File: config.mk
export PLATFORM = sky130hd
export DESIGN_NAME = siopcn_top
export DESIGN_NICKNAME = d
export VERILOG_FILES = /design/src/siopcn_pkg.sv /design/src/siopcn_sync.sv /design/src/siopcn_top.sv
export SDC_FILE = /design/constraint.sdc
export NUM_CORES = 1
export LEC_CHECK = 0
export BUFFER_PORTS_ARGS = -buffer_cell sky130_fd_sc_hd__buf_2
export CAP_MARGIN = 10
export CORE_MARGIN = 2
export CORE_UTILIZATION = 32
export CTS_BUF_LIST = sky130_fd_sc_hd__clkbuf_16
export DETAILED_ROUTE_END_ITERATION = 10
export PLACE_DENSITY_LB_ADDON = 0.08
export SLEW_MARGIN = 20
export SYNTH_ARGS = -nofsm -noshare
export SYNTH_HDL_FRONTEND = slang
export SYNTH_HIERARCHICAL = 1
export SYNTH_SLANG_ARGS = --single-unit
File: constraint.sdc
create_clock -name hclk -period 4 [get_ports hclk]
set_input_delay 0.4 -clock hclk [delete_from_list [all_inputs] [get_ports hclk]]
set_output_delay 0.4 -clock hclk [all_outputs]
set_load 0.03 [all_outputs]
File: src/siopcn_pkg.sv
// Constants shared by the shared I/O port with change notification.
// Assumes a 32-bit AHB-Lite register bus and word-aligned registers.
package siopcn_pkg;

    // Bus and port sizes
    localparam int unsigned SIOPCN_BUS_W = 32;
    localparam int unsigned SIOPCN_ADDR_W = 8;
    localparam int unsigned SIOPCN_PORT_W = 16;
    localparam int unsigned SIOPCN_CN_W = 31;
    localparam int unsigned SIOPCN_CN_LOW_W = 16;
    localparam int unsigned SIOPCN_MAX_PORT_W = 16;
    localparam int unsigned SIOPCN_MAX_CN_W = 31;

    // Register byte offsets
    localparam logic [7:0] SIOPCN_OFF_DIR = 8'h00;
    localparam logic [7:0] SIOPCN_OFF_LATCH = 8'h04;
    localparam logic [7:0] SIOPCN_OFF_LEVEL = 8'h08;
    localparam logic [7:0] SIOPCN_OFF_ODC = 8'h0c;
    localparam logic [7:0] SIOPCN_OFF_APC = 8'h10;
    localparam logic [7:0] SIOPCN_OFF_CNEN_LO = 8'h14;
    localparam logic [7:0] SIOPCN_OFF_CNEN_HI = 8'h18;
    localparam logic [7:0] SIOPCN_OFF_PU_LO = 8'h1c;
    localparam logic [7:0] SIOPCN_OFF_PU_HI = 8'h20;
    localparam logic [7:0] SIOPCN_OFF_CN_STAT = 8'h24;

    // Reset values
    localparam logic [31:0] SIOPCN_RST_ZERO = 32'h0000_0000;
    localparam logic [15:0] SIOPCN_APC_RESET = 16'h0000;
    localparam logic [15:0] SIOPCN_IMPL_DEFAULT = 16'hffff;
    localparam logic [15:0] SIOPCN_ANALOG_DEFAULT = 16'h003f;

    // AHB-Lite codes
    localparam logic [1:0] SIOPCN_HRESP_OKAY = 2'h0;
    localparam int unsigned SIOPCN_HTRANS_ACTIVE_BIT = 1;

endpackage

File: src/siopcn_sync.sv
// Two-flop synchroniser for a vector of asynchronous levels.
// Assumes each bit is an independent level; no bus coherency.
`timescale 1ns/1ps

module siopcn_sync #(
    parameter int unsigned WIDTH = 16
) (
    // Clock and reset
    input wire logic hclk,
    input wire logic hresetn,
    // Levels
    input wire logic [WIDTH-1:0] async_in,
    output logic [WIDTH-1:0] sync_out
);

    logic [WIDTH-1:0] stage1_reg;

    // First stage is read only by the second
    always_ff @(posedge hclk or negedge hresetn) begin
        if (!hresetn) begin
            stage1_reg <= '0;
            sync_out <= '0;
        end else begin
            stage1_reg <= async_in;
            sync_out <= stage1_reg;
        end
    end

endmodule

File: src/siopcn_top.sv
// Shared parallel I/O port with open drain, analog select and
// input change notification, reached over AHB-Lite.
// Assumes a single AHB-Lite master, word transfers only, and that
// hclk keeps running while the core sleeps.
`timescale 1ns/1ps

module siopcn_top
    import siopcn_pkg::*;
#(
    parameter int unsigned PORT_W = siopcn_pkg::SIOPCN_PORT_W,
    parameter int unsigned CN_W = siopcn_pkg::SIOPCN_CN_W,
    parameter logic [15:0] IMPL_MASK = siopcn_pkg::SIOPCN_IMPL_DEFAULT,
    parameter logic [15:0] ANALOG_MASK = siopcn_pkg::SIOPCN_ANALOG_DEFAULT
) (
    // Clock and reset
    input wire logic hclk,
    input wire logic hresetn,
    // AHB-Lite slave
    input wire logic hsel,
    input wire logic [31:0] haddr,
    input wire logic [1:0] htrans,
    input wire logic hwrite,
    input wire logic [2:0] hsize,
    input wire logic [31:0] hwdata,
    input wire logic hready,
    output logic [31:0] hrdata,
    output logic hreadyout,
    output logic hresp,
    // Port pins
    input wire logic [PORT_W-1:0] pad_in,
    output logic [PORT_W-1:0] pad_out,
    output logic [PORT_W-1:0] pad_oe,
    // Peripherals sharing the pins
    input wire logic [PORT_W-1:0] periph_out_en,
    input wire logic [PORT_W-1:0] periph_out_data,
    output logic [PORT_W-1:0] periph_in_data,
    // Change notification pins
    input wire logic [CN_W-1:0] change_notify_pin,
    output logic [CN_W-1:0] cn_pullup_en,
    output logic cn_irq_req
);
    import siopcn_pkg::*;

    localparam int unsigned CN_HI_W = CN_W - SIOPCN_CN_LOW_W;

    generate
        if (PORT_W > SIOPCN_MAX_PORT_W || PORT_W == 0) begin : g_bad_port
            $error("siopcn_top: PORT_W out of range");
        end
        if (CN_W > SIOPCN_MAX_CN_W || CN_W <= SIOPCN_CN_LOW_W) begin : g_bad_cn
            $error("siopcn_top: CN_W out of range");
        end
    endgenerate

    localparam logic [PORT_W-1:0] IMPL = IMPL_MASK[PORT_W-1:0];
    localparam logic [PORT_W-1:0] ANA = ANALOG_MASK[PORT_W-1:0];

    // Bus data phase state
    logic dp_active_reg;
    logic dp_write_reg;
    logic [SIOPCN_ADDR_W-1:0] dp_addr_reg;
    logic [31:0] hrdata_reg;
    logic hreadyout_reg;

    // Software visible registers
    logic [PORT_W-1:0] pin_direction_reg;
    logic [PORT_W-1:0] output_latch_reg;
    logic [PORT_W-1:0] open_drain_ctrl_reg;
    logic [PORT_W-1:0] analog_pin_config_reg;
    logic [SIOPCN_CN_LOW_W-1:0] change_irq_enable_low;
    logic [CN_HI_W-1:0] change_irq_enable_high;
    logic [SIOPCN_CN_LOW_W-1:0] pullup_enable_low;
    logic [CN_HI_W-1:0] pullup_enable_high;
    logic [CN_W-1:0] cn_pending_reg;
    logic [CN_W-1:0] cn_pending_next;

    // Pin side state
    logic [PORT_W-1:0] pad_sync;
    logic [CN_W-1:0] cn_sync;
    logic [CN_W-1:0] cn_prev_reg;
    logic [PORT_W-1:0] pad_out_reg;
    logic [PORT_W-1:0] pad_oe_reg;
    logic [PORT_W-1:0] periph_in_reg;
    logic [CN_W-1:0] cn_pullup_reg;
    logic cn_irq_reg;

    // Decoded and derived terms
    logic addr_accept;
    logic wr_en;
    logic rd_en;
    logic [31:0] rd_mux;
    logic [PORT_W-1:0] pin_level_reg;
    logic [PORT_W-1:0] analog_eff;
    logic [PORT_W-1:0] periph_owns;
    logic [PORT_W-1:0] port_drives;
    logic [PORT_W-1:0] drive_data;
    logic [PORT_W-1:0] drive_on;
    logic [CN_W-1:0] cn_enable_all;
    logic [CN_W-1:0] cn_change;

    siopcn_sync #(
        .WIDTH(PORT_W)
    ) u_pad_sync (
        .hclk(hclk),
        .hresetn(hresetn),
        .async_in(pad_in),
        .sync_out(pad_sync)
    );

    siopcn_sync #(
        .WIDTH(CN_W)
    ) u_cn_sync (
        .hclk(hclk),
        .hresetn(hresetn),
        .async_in(change_notify_pin),
        .sync_out(cn_sync)
    );

    assign addr_accept = hsel && htrans[SIOPCN_HTRANS_ACTIVE_BIT] && hready;
    assign wr_en = dp_active_reg && dp_write_reg;
    assign rd_en = dp_active_reg && !dp_write_reg;

    // One wait state so read data leaves a flip-flop
    always_ff @(posedge hclk or negedge hresetn) begin
        if (!hresetn) begin
            dp_active_reg <= 1'b0;
            dp_write_reg <= 1'b0;
            dp_addr_reg <= '0;
            hreadyout_reg <= 1'b1;
        end else if (addr_accept) begin
            dp_active_reg <= 1'b1;
            dp_write_reg <= hwrite;
            dp_addr_reg <= haddr[SIOPCN_ADDR_W-1:0];
            hreadyout_reg <= 1'b0;
        end else begin
            dp_active_reg <= 1'b0;
            hreadyout_reg <= 1'b1;
        end
    end

    always_ff @(posedge hclk or negedge hresetn) begin
        if (!hresetn) begin
            hrdata_reg <= SIOPCN_RST_ZERO;
        end else if (rd_en) begin
            hrdata_reg <= rd_mux;
        end
    end

    // Analog pins have a clear config bit
    assign analog_eff = ~analog_pin_config_reg & ANA;

    assign pin_level_reg = pad_sync & ~analog_eff & IMPL;

    always_comb begin
        rd_mux = SIOPCN_RST_ZERO;
        unique case (dp_addr_reg)
            SIOPCN_OFF_DIR: begin
                rd_mux[PORT_W-1:0] = pin_direction_reg & IMPL;
            end
            SIOPCN_OFF_LATCH: begin
                rd_mux[PORT_W-1:0] = output_latch_reg & IMPL;
            end
            SIOPCN_OFF_LEVEL: begin
                rd_mux[PORT_W-1:0] = pin_level_reg;
            end
            SIOPCN_OFF_ODC: begin
                rd_mux[PORT_W-1:0] = open_drain_ctrl_reg;
            end
            SIOPCN_OFF_APC: begin
                rd_mux[PORT_W-1:0] = analog_pin_config_reg;
            end
            SIOPCN_OFF_CNEN_LO: begin
                rd_mux[SIOPCN_CN_LOW_W-1:0] = change_irq_enable_low;
            end
            SIOPCN_OFF_CNEN_HI: begin
                rd_mux[CN_HI_W-1:0] = change_irq_enable_high;
            end
            SIOPCN_OFF_PU_LO: begin
                rd_mux[SIOPCN_CN_LOW_W-1:0] = pullup_enable_low;
            end
            SIOPCN_OFF_PU_HI: begin
                rd_mux[CN_HI_W-1:0] = pullup_enable_high;
            end
            SIOPCN_OFF_CN_STAT: begin
                rd_mux[CN_W-1:0] = cn_pending_reg;
            end
            default: begin
                rd_mux = SIOPCN_RST_ZERO;
            end
        endcase
    end

    always_ff @(posedge hclk or negedge hresetn) begin
        if (!hresetn) begin
            pin_direction_reg <= IMPL;
        end else if (wr_en && dp_addr_reg == SIOPCN_OFF_DIR) begin
            pin_direction_reg <= hwdata[PORT_W-1:0] & IMPL;
        end
    end

    always_ff @(posedge hclk or negedge hresetn) begin
        if (!hresetn) begin
            output_latch_reg <= SIOPCN_RST_ZERO[PORT_W-1:0];
        end else if (wr_en && (dp_addr_reg == SIOPCN_OFF_LATCH
                || dp_addr_reg == SIOPCN_OFF_LEVEL)) begin
            output_latch_reg <= hwdata[PORT_W-1:0] & IMPL;
        end
    end

    always_ff @(posedge hclk or negedge hresetn) begin
        if (!hresetn) begin
            open_drain_ctrl_reg <= SIOPCN_RST_ZERO[PORT_W-1:0];
        end else if (wr_en && dp_addr_reg == SIOPCN_OFF_ODC) begin
            open_drain_ctrl_reg <= hwdata[PORT_W-1:0] & IMPL;
        end
    end

    always_ff @(posedge hclk or negedge hresetn) begin
        if (!hresetn) begin
            analog_pin_config_reg <= SIOPCN_APC_RESET[PORT_W-1:0];
        end else if (wr_en && dp_addr_reg == SIOPCN_OFF_APC) begin
            analog_pin_config_reg <= hwdata[PORT_W-1:0] & ANA;
        end
    end

    always_ff @(posedge hclk or negedge hresetn) begin
        if (!hresetn) begin
            change_irq_enable_low <= '0;
            change_irq_enable_high <= '0;
        end else if (wr_en && dp_addr_reg == SIOPCN_OFF_CNEN_LO) begin
            change_irq_enable_low <= hwdata[SIOPCN_CN_LOW_W-1:0];
        end else if (wr_en && dp_addr_reg == SIOPCN_OFF_CNEN_HI) begin
            change_irq_enable_high <= hwdata[CN_HI_W-1:0];
        end
    end

    always_ff @(posedge hclk or negedge hresetn) begin
        if (!hresetn) begin
            pullup_enable_low <= '0;
            pullup_enable_high <= '0;
        end else if (wr_en && dp_addr_reg == SIOPCN_OFF_PU_LO) begin
            pullup_enable_low <= hwdata[SIOPCN_CN_LOW_W-1:0];
        end else if (wr_en && dp_addr_reg == SIOPCN_OFF_PU_HI) begin
            pullup_enable_high <= hwdata[CN_HI_W-1:0];
        end
    end

    assign periph_owns = periph_out_en & IMPL;
    assign port_drives = ~periph_owns & ~pin_direction_reg & IMPL;
    assign drive_data = (periph_owns & periph_out_data)
        | (~periph_owns & output_latch_reg);
    assign drive_on = periph_owns | port_drives;

    always_ff @(posedge hclk or negedge hresetn) begin
        if (!hresetn) begin
            pad_oe_reg <= SIOPCN_RST_ZERO[PORT_W-1:0];
            pad_out_reg <= SIOPCN_RST_ZERO[PORT_W-1:0];
        end else begin
            pad_oe_reg <= drive_on & (~open_drain_ctrl_reg | ~drive_data);
            pad_out_reg <= drive_data & ~open_drain_ctrl_reg & IMPL;
        end
    end

    always_ff @(posedge hclk or negedge hresetn) begin
        if (!hresetn) begin
            periph_in_reg <= SIOPCN_RST_ZERO[PORT_W-1:0];
        end else begin
            periph_in_reg <= pad_sync & ~port_drives & IMPL;
        end
    end

    assign cn_enable_all = {change_irq_enable_high, change_irq_enable_low};

    assign cn_change = (cn_sync ^ cn_prev_reg) & cn_enable_all;

    // Previous sample tracks even disabled pins, so enabling is clean
    always_ff @(posedge hclk or negedge hresetn) begin
        if (!hresetn) begin
            cn_prev_reg <= '0;
        end else begin
            cn_prev_reg <= cn_sync;
        end
    end

    // Write one to clear; a new change wins over the clear
    always_comb begin
        cn_pending_next = cn_pending_reg;
        if (wr_en && dp_addr_reg == SIOPCN_OFF_CN_STAT) begin
            cn_pending_next = cn_pending_next & ~hwdata[CN_W-1:0];
        end
        cn_pending_next = cn_pending_next | cn_change;
    end

    // runs on hclk, not the CPU clock
    always_ff @(posedge hclk or negedge hresetn) begin
        if (!hresetn) begin
            cn_pending_reg <= '0;
        end else begin
            cn_pending_reg <= cn_pending_next;
        end
    end

    always_ff @(posedge hclk or negedge hresetn) begin
        if (!hresetn) begin
            cn_irq_reg <= 1'b0;
        end else begin
            cn_irq_reg <= |cn_pending_next;
        end
    end

    always_ff @(posedge hclk or negedge hresetn) begin
        if (!hresetn) begin
            cn_pullup_reg <= '0;
        end else begin
            cn_pullup_reg <= {pullup_enable_high, pullup_enable_low};
        end
    end

    assign hrdata = hrdata_reg;
    assign hreadyout = hreadyout_reg;
    assign hresp = SIOPCN_HRESP_OKAY[0];
    assign pad_out = pad_out_reg;
    assign pad_oe = pad_oe_reg;
    assign periph_in_data = periph_in_reg;
    assign cn_pullup_en = cn_pullup_reg;
    assign cn_irq_req = cn_irq_reg;

endmodule

[Word level (Yosys, flattened, before mapping)]
Index checks and enable logic that the tools add are counted.
Storage, ports and cells
  output and inout bits: 114
  logic and storage cells: 82
  register bits after elaboration: 394
  input port bits: 153
Cells by class
  bitwise operators: 24
  multiplexer cells: 6
  equality and inequality tests: 9
  reductions and logical operators: 19
Operators by type and width (count)
  $pmux 15 s10: 1
  $and 16x16->16: 7
  $not 16->16: 5
  $and 31x31->31: 2
  $or 16x16->16: 3
  $eq 8x5->1 const B: 4
  $mux 31: 1
  $not 31->31: 1
  $or 31x31->31: 1
  $reduce_or 31->1: 1
  $xor 31x31->31: 1
  $eq 8x4->1 const B: 2
  $eq 8x6->1 const B: 2
  $not 6->16: 1
  $mux 15: 1
  $logic_and 1x1->1: 13
  $eq 8x3->1 const B: 1
  $logic_not 8->1: 1
  $pmux 1 s7: 1
  $not 6->6: 1
  $reduce_and 2->1: 2
  $mux 1: 2
  $not 1->1: 2
  $logic_not 1->1: 1
  $logic_or 1x1->1: 1

[Depth between registers and ports, before layout]
Gate-level depths: netlist of run 1.
  depth after elaboration: 6
  mapped depth: 8
  gate-level depth less buffers: 6

[By module]
Netlist of run 1, hierarchy kept.
Modules (own cells, without submodules)
  siopcn_top: area an instance 11805.1 µm², seq. area each 7528.5 µm², cells each 883, instances 1
  siopcn_sync at u_cn_sync: area an instance 1551.5 µm², seq. area each 1551.5 µm², cells each 62, instances 1
  siopcn_sync at u_pad_sync: area an instance 800.8 µm², seq. area each 800.8 µm², cells each 32, instances 1

[Worst setup path after synthesis of run 1]
OpenSTA, ideal clock, no wires.
  kind: register to register
  from: register dp_addr_reg[3]
  to: register cn_irq_reg, in the netlist cn_irq_req
  setup time: 138 ps
  slack: 1419 ps
  stages on the path, launching flop included: 8
  clock period less this slack: 2581 ps
  arrival time: 2443 ps
  path buffers: 1
  data required time: 3862 ps
  cell sequence: dfrtp_1 or4b_4 or2_1 buf_6 a221o_1 or4_4 nor4_2 nand4_1
On the way
  cells in the longest elaborated chain, start to end: 5
Ends and longest elaborated chain
  start: declaration: RTL line siopcn_top.sv:61  | logic [SIOPCN_ADDR_W-1:0] dp_addr_reg;
  start signal: assignment: RTL line siopcn_top.sv:133  | dp_addr_reg <= haddr[SIOPCN_ADDR_W-1:0];
  $eq 8x6->1: RTL line siopcn_top.sv:288  | if (wr_en && dp_addr_reg == SIOPCN_OFF_CN_STAT) begin
  $logic_and 1x1->1: RTL line siopcn_top.sv:288
  $mux 31: RTL line siopcn_top.sv:288
  $or 31x31->31: RTL line siopcn_top.sv:291  | cn_pending_next = cn_pending_next | cn_change;
  net cn_pending_next[11]: RTL line siopcn_top.sv:75  | logic [CN_W-1:0] cn_pending_next;
  $reduce_or 31->1: RTL line siopcn_top.sv:307  | cn_irq_reg <= |cn_pending_next;
  end signal: assignment: RTL line siopcn_top.sv:307
  end: declaration: RTL line siopcn_top.sv:85  | logic cn_irq_reg;
The timed path passes the listed nets, and every way through them passes these cells.
A chain may end at the register's enable or synchronous reset.

[Worst setup path in the final report of run 1]
Ends and elaborated chain as after synthesis.

==> impl_metrics.ini, run 1 <==
[setup_path]
reg2regPathDepth = 6
critPathTopFamily = simple AND/OR/NAND/NOR gates
cp_cell_sequence = or4b_4, or2_1, a221o_1, or4_4, nor4_2, nand4_1
crit_path_max_fanout = 16
crit_type = reg -> reg
worstPathArrival_ns = 3.50
crit_slowest_cell = or4b_4
worst-path-buf-inv = 0
rrSetupSlack_ns = 0.90
reg2reg_from = dp_addr_reg[3]
crit_path_end_kind = flip-flop
startpoint_type = flip-flop
required_ns = 4.40
worstReg2RegEnd = cn_irq_req
max_stage_delay_ns = 0.62

[power]
total_power_mw = 8.93
leakagePower_nw = 8.08
vdd_drop_max_v = 0.000249
pwr_density_cell_nw_per_um2 = 495

[timing]
skew_ns = 0.0140
hold_viol = 0
maxSlewViolCount = 0
period_share_pct = 77.4
fin_ws_ns = 0.903
tns_ns = 0
hold_ws_ns = 0.0424
rsz0062_at_grt = false
setup_viol = 0
finalCriticalPeriod_ns = 3.10
slew_headroom_pct = 26.5
worst_pin_slew_ns = 1.09
clock.fmax_mhz = 323

[floorplanning]
num_rows = 77
start_util_pct = 32.2
io_pins = 267
chipHeight_um = 214
die_area_um2 = 45900
coreArea_um2 = 43900
die_width_um = 214

[cts]
clk_latency_ns = 0.56
cts_max_level = 2
cts_buffer_depth = 3
cts_root_buffer = clkbuf_16
clock-sinks = 394
post-cts-setup-buffer-count = 0
cts_buffers = 45
cts_resized = 0
cts_tree = built
cts.clk_slew.worst_paths_ns = 0.06

[placed_design]
dp.cells = 1793
place_ws_ns = 0.828
io_buffers = 235
dp_hpwl_um = 27700
place_congestion = 0.748

[synth]
yosysSeqAreaShare_pct = 69.8
synth_cells = 977
synth_edf_count = 0
ys_seq_elements = 394
avgSynthCellArea_um2 = 14.5
yosysWarnings = 6
synthArstFlopShare_pct = 100
syn_area_um2 = 14200
dominantRegCellSynth = dfrtp_1
yosysUniqueCellTypes = 50

[grt]
grt_first_pass_wirelength_um = 62700
antenna_found_initial = 4
grt_max_degree = 111
gr-total-overflow = 0
grt_pass1_vias = 9507
track_usage_pct = 18.4

[detailed_routing]
drc = 0
routed.top_layer = met5
wl_um = 41600
wirelength_met1_um = 19700
num_vias = 9054
drt-vias-per-instance = 4.72
detail-route-antenna-nets = 0
wl_per_cell_um = 21.7
wl_met3_um = 2240
wl_met2_um = 18800
dr.pass1.iters = 7
drtIter0Drc = 612

[min_path]
hold-path-endpoint = pad_oe[14]
min_path_type = in -> reg
whs_path_depth = 2
hold_start = periph_out_data[14]

[layout]
multi_input_area_um2 = 4090
area_growth_pct = 27.4
register_area_um2 = 9880
fillCellCount = 4224
layout_commonest_cell = dfrtp_1
drive_above_1_share_pct = 36.3
layout_common_cells = dfrtp_1 (377), buf_2 (234), mux2_2 (126)
final_cells = 1920
nets = 1449

[job]
drv_cap = 0

[outcome]
status = completed
-- report_power, final --
part	total, mW	switching, mW	internal, mW
Combinational	0.714	0.430	0.284
Clock	3.84	1.62	2.22
Sequential	4.38	0.163	4.22
Total	8.93	2.21	6.72
-- repair_timing --
action	CTS	global route
setup endpoints to repair	0	0
endpoints found under the hold margin	142	0
hold buffers	48	0
-- logic make-up after synthesis --
family	Yosys count	share of synthesized area, %
mux	141	11.1
buf+inv	58	1.65
flops	394	69.8
other cells	1	0.0265
xor+xnor	31	1.92
simple gates	160	5.64
compound gates	192	9.89
-- worst max path at each step --
stage,startpoint,end,slack (ns),cells past startpoint
2_1_floorplan,dp_addr_reg[3],cn_irq_req,1.42,7
3_3_place_gp,dp_addr_reg[3],cn_irq_req,0.86,6
3_5_place_dp,dp_addr_reg[3],cn_irq_req,0.83,6
4_1_cts,dp_addr_reg[3],cn_irq_req,0.82,6
5_1_grt,dp_addr_reg[3],cn_irq_req,0.75,6
6_report,dp_addr_reg[3],cn_irq_req,0.90,6
-- routing by layer --
| metal | vias up | global-route usage, % |
|---|---|---|
| met5 | - | 0 |
| met3 | 63 | 3.96 |
| li1 | 4152 | - |
| met4 | 4 | 5.37 |
| met1 | 4596 | 26.2 |
| met2 | 239 | 28.2 |
-- metrics by stage --
| stage | cell area, um^2 | util, % |
|---|---|---|
| 5_1_grt | 18000 | 41.1 |
| 2_1_floorplan | 14200 | - |
| 6_report | 18000 | 41.1 |
| 4_1_cts | 18000 | 41.1 |
| 3_3_place_gp | 16200 | 36.9 |
| 3_5_place_dp | 16200 | 36.9 |
-- Yosys cell counts (18+ instances only) --
library cell,count,share of area (%)
nand2_1,67,1.8
mux2_2,126,10
xor2_1,31,1.9
clkbuf_1,34,0.90
nor2b_1,19,0.84
a21boi_0,20,1.1
a22oi_1,36,1.9
a21oi_1,21,0.74
nor2_1,25,0.66
a221o_1,20,1.4
dfrtp_1,377,67
nand3_1,18,0.64
o21ai_0,34,1.2
inv_1,19,0.50
-- area by class of cell --
class / instances / share of cell area, %
multi-input cells: 526 / 22.7
flip-flops and latches: 394 / 54.8
clock inverters: 33 / 1.25
repair buffers: 310 / 10.6
inverters: 19 / 0.395
diodes: 1 / 0.0139
well taps: 592 / 4.11
clock buffers: 45 / 6.24
Note: power is estimated with default switching activity, not from simulation.
==> inputs of run 2 (changes only) <==
==> constraint.sdc (replaced) <==
create_clock -name hclk -period 3.2 [get_ports hclk]
set_input_delay 0.32 -clock hclk [delete_from_list [all_inputs] [get_ports hclk]]
set_output_delay 0.32 -clock hclk [all_outputs]
set_load 0.03 [all_outputs]
==> run 2 against run 1 <==
  * Hold slack got worse by 0.0062 ns
  * Core utilization rose by 0.96 points
  * Sequential power rose by 25%
  * Clock-buffer cell count up 2
  * Sequential cell count is the same
  * Clock power increased by 28%
  * Design area rose by 2.3%
  * Total power up 27%
  * Register-to-register slack got worse by 0.70 ns
  * Clock skew fell by 0.0012 ns
  * Worst setup slack worse by 0.70 ns
  * Largest power group unchanged
==> impl_metrics.ini, run 2 (synthesis results as in run 1) <==
[outcome]
status = completed

[floorplanning]
die_area_um2 = 45900
start_util_pct = 32.2
chipHeight_um = 214
coreArea_um2 = 43900
io_pins = 267
num_rows = 77
die_width_um = 214

[timing]
finalCriticalPeriod_ns = 2.99
setup_viol = 0
maxSlewViolCount = 0
rsz0062_at_grt = false
tns_ns = 0
fin_ws_ns = 0.208
worst_pin_slew_ns = 0.695
skew_ns = 0.0127
clock.fmax_mhz = 334
hold_viol = 0
period_share_pct = 93.5
hold_ws_ns = 0.0362
slew_headroom_pct = 53.5

[grt]
grt_max_degree = 80
gr-total-overflow = 0
grt_pass1_vias = 9787
grt_first_pass_wirelength_um = 64600
antenna_found_initial = 3
track_usage_pct = 18.9

[setup_path]
startpoint_type = flip-flop
crit_path_end_kind = flip-flop
worstPathArrival_ns = 3.42
crit_path_max_fanout = 14
critPathTopFamily = simple AND/OR/NAND/NOR gates
max_stage_delay_ns = 0.59
required_ns = 3.62
worst-path-buf-inv = 1
crit_type = reg -> reg
crit_slowest_cell = or4b_4
cp_cell_sequence = or4b_4, or2_1, buf_4, a221o_1, nor4_1, and4_1, nand4_1

[min_path]
min_path_type = in -> reg

[layout]
layout_common_cells = dfrtp_1 (377), buf_2 (234), mux2_2 (126)
area_growth_pct = 30.4
nets = 1489
fillCellCount = 4245
drive_above_1_share_pct = 35.6
layout_commonest_cell = dfrtp_1

[power]
switchingPower_mw = 2.80
leakagePower_nw = 8.26
pwr-share-comb_pct = 8.3
pwr_density_cell_nw_per_um2 = 614
vdd_drop_max_v = 0.000349
netSwitchingFraction_pct = 24.7
p_int_mw = 8.54
sequentialPowerShare_pct = 48.2
clkPwrFrac_pct = 43.5

[detailed_routing]
wl_um = 42400
drtIter0Drc = 479
drt-vias-per-instance = 4.71
wl_per_cell_um = 21.6
drc = 0
num_vias = 9250
dr.pass1.iters = 5
detail-route-antenna-nets = 0

[placed_design]
dp_hpwl_um = 28800
place_ws_ns = 0.154
place_congestion = 0.768
io_buffers = 235

[cts]
cts_hold_buf = 76
clock-sinks = 394
cts_resized = 0
cts_root_buffer = clkbuf_16
cts_buffers = 45
cts.clk_slew.worst_paths_ns = 0.06
clk_latency_ns = 0.57
cts_buffer_depth = 3
cts_max_level = 2
post-cts-setup-buffer-count = 0
cts_tree = built

[job]
drv_cap = 0
[run 2: layer usage]
metal	GRT usage, %	wire length (um)
met3	3.86	2130
met4	5.79	955
met5	0	15
met2	29.2	19300
met1	27.0	20000
[run 2: stage by stage]
stage               cells  cell area [um^2]  power, mW  util (%)
floorplan             978             14200       5.93         -
global placement     1805             16300       6.43      37.1
detailed placement   1805             16300       6.44      37.1
CTS                  1963             18500       11.5      42.0
global route         1963             18500       11.9      42.0
finish               1964             18500       11.3      42.0
[run 2: final cells by class]
| class | count | area (um^2) | area share (%) |
|---|---|---|---|
| Inverter | 19 | 71.3 | 0.386 |
| Clock buffer | 47 | 1180 | 6.37 |
| Sequential cell | 394 | 9880 | 53.5 |
| Tap cell | 592 | 741 | 4.01 |
| Clock inverter | 35 | 228 | 1.23 |
| Timing Repair Buffer | 350 | 2290 | 12.4 |
| Antenna cell | 1 | 2.50 | 0.0136 |
| Multi-Input combinational cell | 526 | 4080 | 22.1 |
[run 2: worst paths after layout]
check	startpoint	to	slack [ns]	cells after the start
setup / recovery	dp_addr_reg[7]	cn_irq_req	0.21	7
hold / removal	periph_out_data[7]	pad_out[7]	0.04	3
setup reg to reg	dp_addr_reg[7]	cn_irq_req	0.21	7
hold reg to reg	u_cn_sync/stage1_reg[19]	u_cn_sync/sync_out[19]	0.34	0
max in group asynchronous	hresetn	pin_direction_reg[1]	1.92	3
min in group asynchronous	hresetn	periph_in_data[2]	0.34	2
[run 2: power by group through the flow]
stage / Combinational, mW / Sequential, mW / Clock [mW]
detailed placement: 0.883 / 5.56 / 0
floorplan: 0.295 / 5.64 / 0
finish: 0.937 / 5.47 / 4.93
global placement: 0.876 / 5.55 / 0
global route: 1.03 / 5.50 / 5.32
CTS: 0.958 / 5.47 / 5.09
[run 2: tightest hold or removal path, stage by stage]
cell,delay (ns)
buf_2,0.08
mux2i_1,0.07
nor2_1,0.08
==> inputs of run 3 (changes only) <==
--- a/config.mk
+++ b/config.mk
@@ -5,6 +5,7 @@
 export SDC_FILE = /design/constraint.sdc
 export NUM_CORES = 1
 export LEC_CHECK = 0
+export ABC_AREA = 1
 export BUFFER_PORTS_ARGS = -buffer_cell sky130_fd_sc_hd__buf_2
 export CAP_MARGIN = 10
 export CORE_MARGIN = 2
==> run 3 against run 2 <==
  * Sequential power increased by 0.9%
  * Design area rose by 2.3%
  * Critical path type unchanged
  * Via count rose by 21%
  * Fmax up 29%
  * Total power grew 3.1%
  * Worst setup slack gained 0.67 ns
  * Global-route usage fell by 0.61 points
  * Die area rose by 4.5%
  * Clock skew up 0.0020 ns
==> impl_metrics.ini, run 3 <==
[layout]
drive_above_1_share_pct = 19.3
layout_commonest_cell = dfrtp_1
layout_common_cells = dfrtp_1 (377), nand2_1 (292), buf_2 (234)
area_growth_pct = 27.6
fillCellCount = 4580
nets = 1960
diodes = 0

[detailed_routing]
drtIter0Drc = 837
wl_per_cell_um = 17.8
num_vias = 11200
wl_met2_um = 18700
wl_met3_um = 2530
wl_um = 43500
drt-vias-per-instance = 4.58
routed.top_layer = met5
drc = 0
wirelength_met1_um = 21500
dr.pass1.iters = 5
detail-route-antenna-nets = 0

[timing]
skew_ns = 0.0148
period_share_pct = 72.7
clock.fmax_mhz = 430
slew_headroom_pct = 35.8
setup_viol = 0
finalCriticalPeriod_ns = 2.33
maxSlewViolCount = 0
worst_pin_slew_ns = 0.962
rsz0062_at_grt = false
hold_viol = 0
tns_ns = 0

[synth]
yosysWarnings = 6
yosysSeqAreaShare_pct = 66.7
synth_edf_count = 0
syn_area_um2 = 14800
yosysUniqueCellTypes = 30
synth_most_common_cell = dfrtp_1
synth_cells = 1488
synth_common_cells = dfrtp_1 (377), nand2_1 (292), o21ai_0 (181)
synth_top_area_cell = dfrtp_1
avgSynthCellArea_um2 = 9.95
synth_top_area_share_pct = 63.7
synthArstFlopShare_pct = 100
synthTopCellsByArea = dfrtp_1 (64%), nand2_1 (7.4%), o21ai_0 (6.1%), inv_1 (3.8%), nand3_1 (3.7%)
ys_seq_elements = 394
dominantRegCellSynth = dfrtp_1

[floorplanning]
coreArea_um2 = 45500
chipHeight_um = 219
start_util_pct = 32.6
die_width_um = 219
io_pins = 267
num_rows = 78
die_area_um2 = 48000

[grt]
grt_first_pass_wirelength_um = 66300
gr-total-overflow = 0
antenna_found_initial = 4
track_usage_pct = 18.3
grt_max_degree = 84
grt_pass1_vias = 11000

[cts]
cts_buffers = 45
clock-sinks = 394
cts_tree = built
cts.clk_slew.worst_paths_ns = 0.06
cts_root_buffer = clkbuf_16
cts_buffer_depth = 3
post-cts-setup-buffer-count = 0
cts_max_level = 2
clk_latency_ns = 0.58

[setup_path]
worstPathArrival_ns = 2.84
crit_type = reg -> reg
required_ns = 3.71
crit_path_max_fanout = 17
startpoint_type = flip-flop
crit_path_end_kind = flip-flop

[outcome]
status = completed

[power]
leakagePower_nw = 9.57
pwr_density_cell_nw_per_um2 = 619
vdd_drop_max_v = 0.000320
total_power_mw = 11.7

[placed_design]
io_buffers = 235
dp_hpwl_um = 30300
place_congestion = 0.782

[min_path]
min_path_type = in -> reg

[job]
drv_cap = 0
-- run 3: cell type report --
| cell class | count | area [um^2] | area share, % |
|---|---|---|---|
| sequential | 394 | 9880 | 52.3 |
| multi-input combinational | 874 | 4090 | 21.6 |
| timing repair buffer | 337 | 2190 | 11.6 |
| clock buffer | 47 | 1180 | 6.23 |
| tap | 600 | 751 | 3.97 |
| inverter | 155 | 582 | 3.08 |
| clock inverter | 36 | 228 | 1.21 |
-- run 3: cell families (layout without fill, tap and decap cells) --
group / after synthesis / in the layout / synth area share, %
compound gates: 287 / 287 / 10.2
xor+xnor: 1 / 1 / 0.0592
buf+inv: 221 / 575 / 5.85
flops: 394 / 394 / 66.7
mux: 15 / 15 / 1.01
other cells: 1 / 2 / 0.0253
simple gates: 569 / 569 / 16.1
-- run 3: metrics by stage --
stage | utilization, % | cell area [um^2] | setup slack, ns | std cells | hold slack (ns)
after detailed placement | 36.9 | 16800 | 0.799 | 2291 | 0.335
after global routing | 41.5 | 18900 | 0.595 | 2443 | 0.0224
after CTS | 41.5 | 18900 | 0.793 | 2443 | 0.000589
final | 41.5 | 18900 | 0.873 | 2443 | 0.0290
after floorplan | - | 14800 | 1.53 | 1489 | 0.0244
after global placement | 36.9 | 16800 | 0.809 | 2291 | 0.333
-- run 3: path summary, 6_finish.rpt --
path	startpoint	to	slack, ns	cells past startpoint
max	dp_addr_reg[4]	hrdata[9]	0.87	9
min	periph_out_data[6]	pad_out[6]	0.03	3
min in group asynchronous	hresetn	u_cn_sync/stage1_reg[5]	0.33	2
min reg2reg	u_cn_sync/stage1_reg[19]	u_cn_sync/sync_out[19]	0.34	0
max in group asynchronous	hresetn	pin_direction_reg[0]	1.93	3
max reg2reg	dp_addr_reg[4]	hrdata[9]	0.87	9
-- run 3: what timing repair did --
action / 4_1_cts / 5_1_grt
hold buffers: 69 / 0
resized for setup: 0 / 0
hold endpoints to repair: 147 / 0
-- run 3: per-layer routing --
layer	vias up	global-route usage (%)
li1	5496	-
met1	5348	27.5
met2	285	26.9
met3	55	4.10
met4	8	4.10
met5	-	0
-- run 3: report_power, final --
part / switching [mW] / internal [mW]
clock network: 2.03 / 2.88
registers: 0.206 / 5.31
logic: 0.867 / 0.404
total: 3.10 / 8.59
-- run 3: worst max-delay path, cell delays in order, from the launching register on --
cell and delay (ns):
dfrtp_1 0.38, inv_1 0.12, nand2_1 0.10, nor2_4 0.43, nand2_1 0.54, o21ai_0 0.38, nor2_1 0.08, nand3_1 0.08
o21ai_0 0.08, nand2_1 0.08
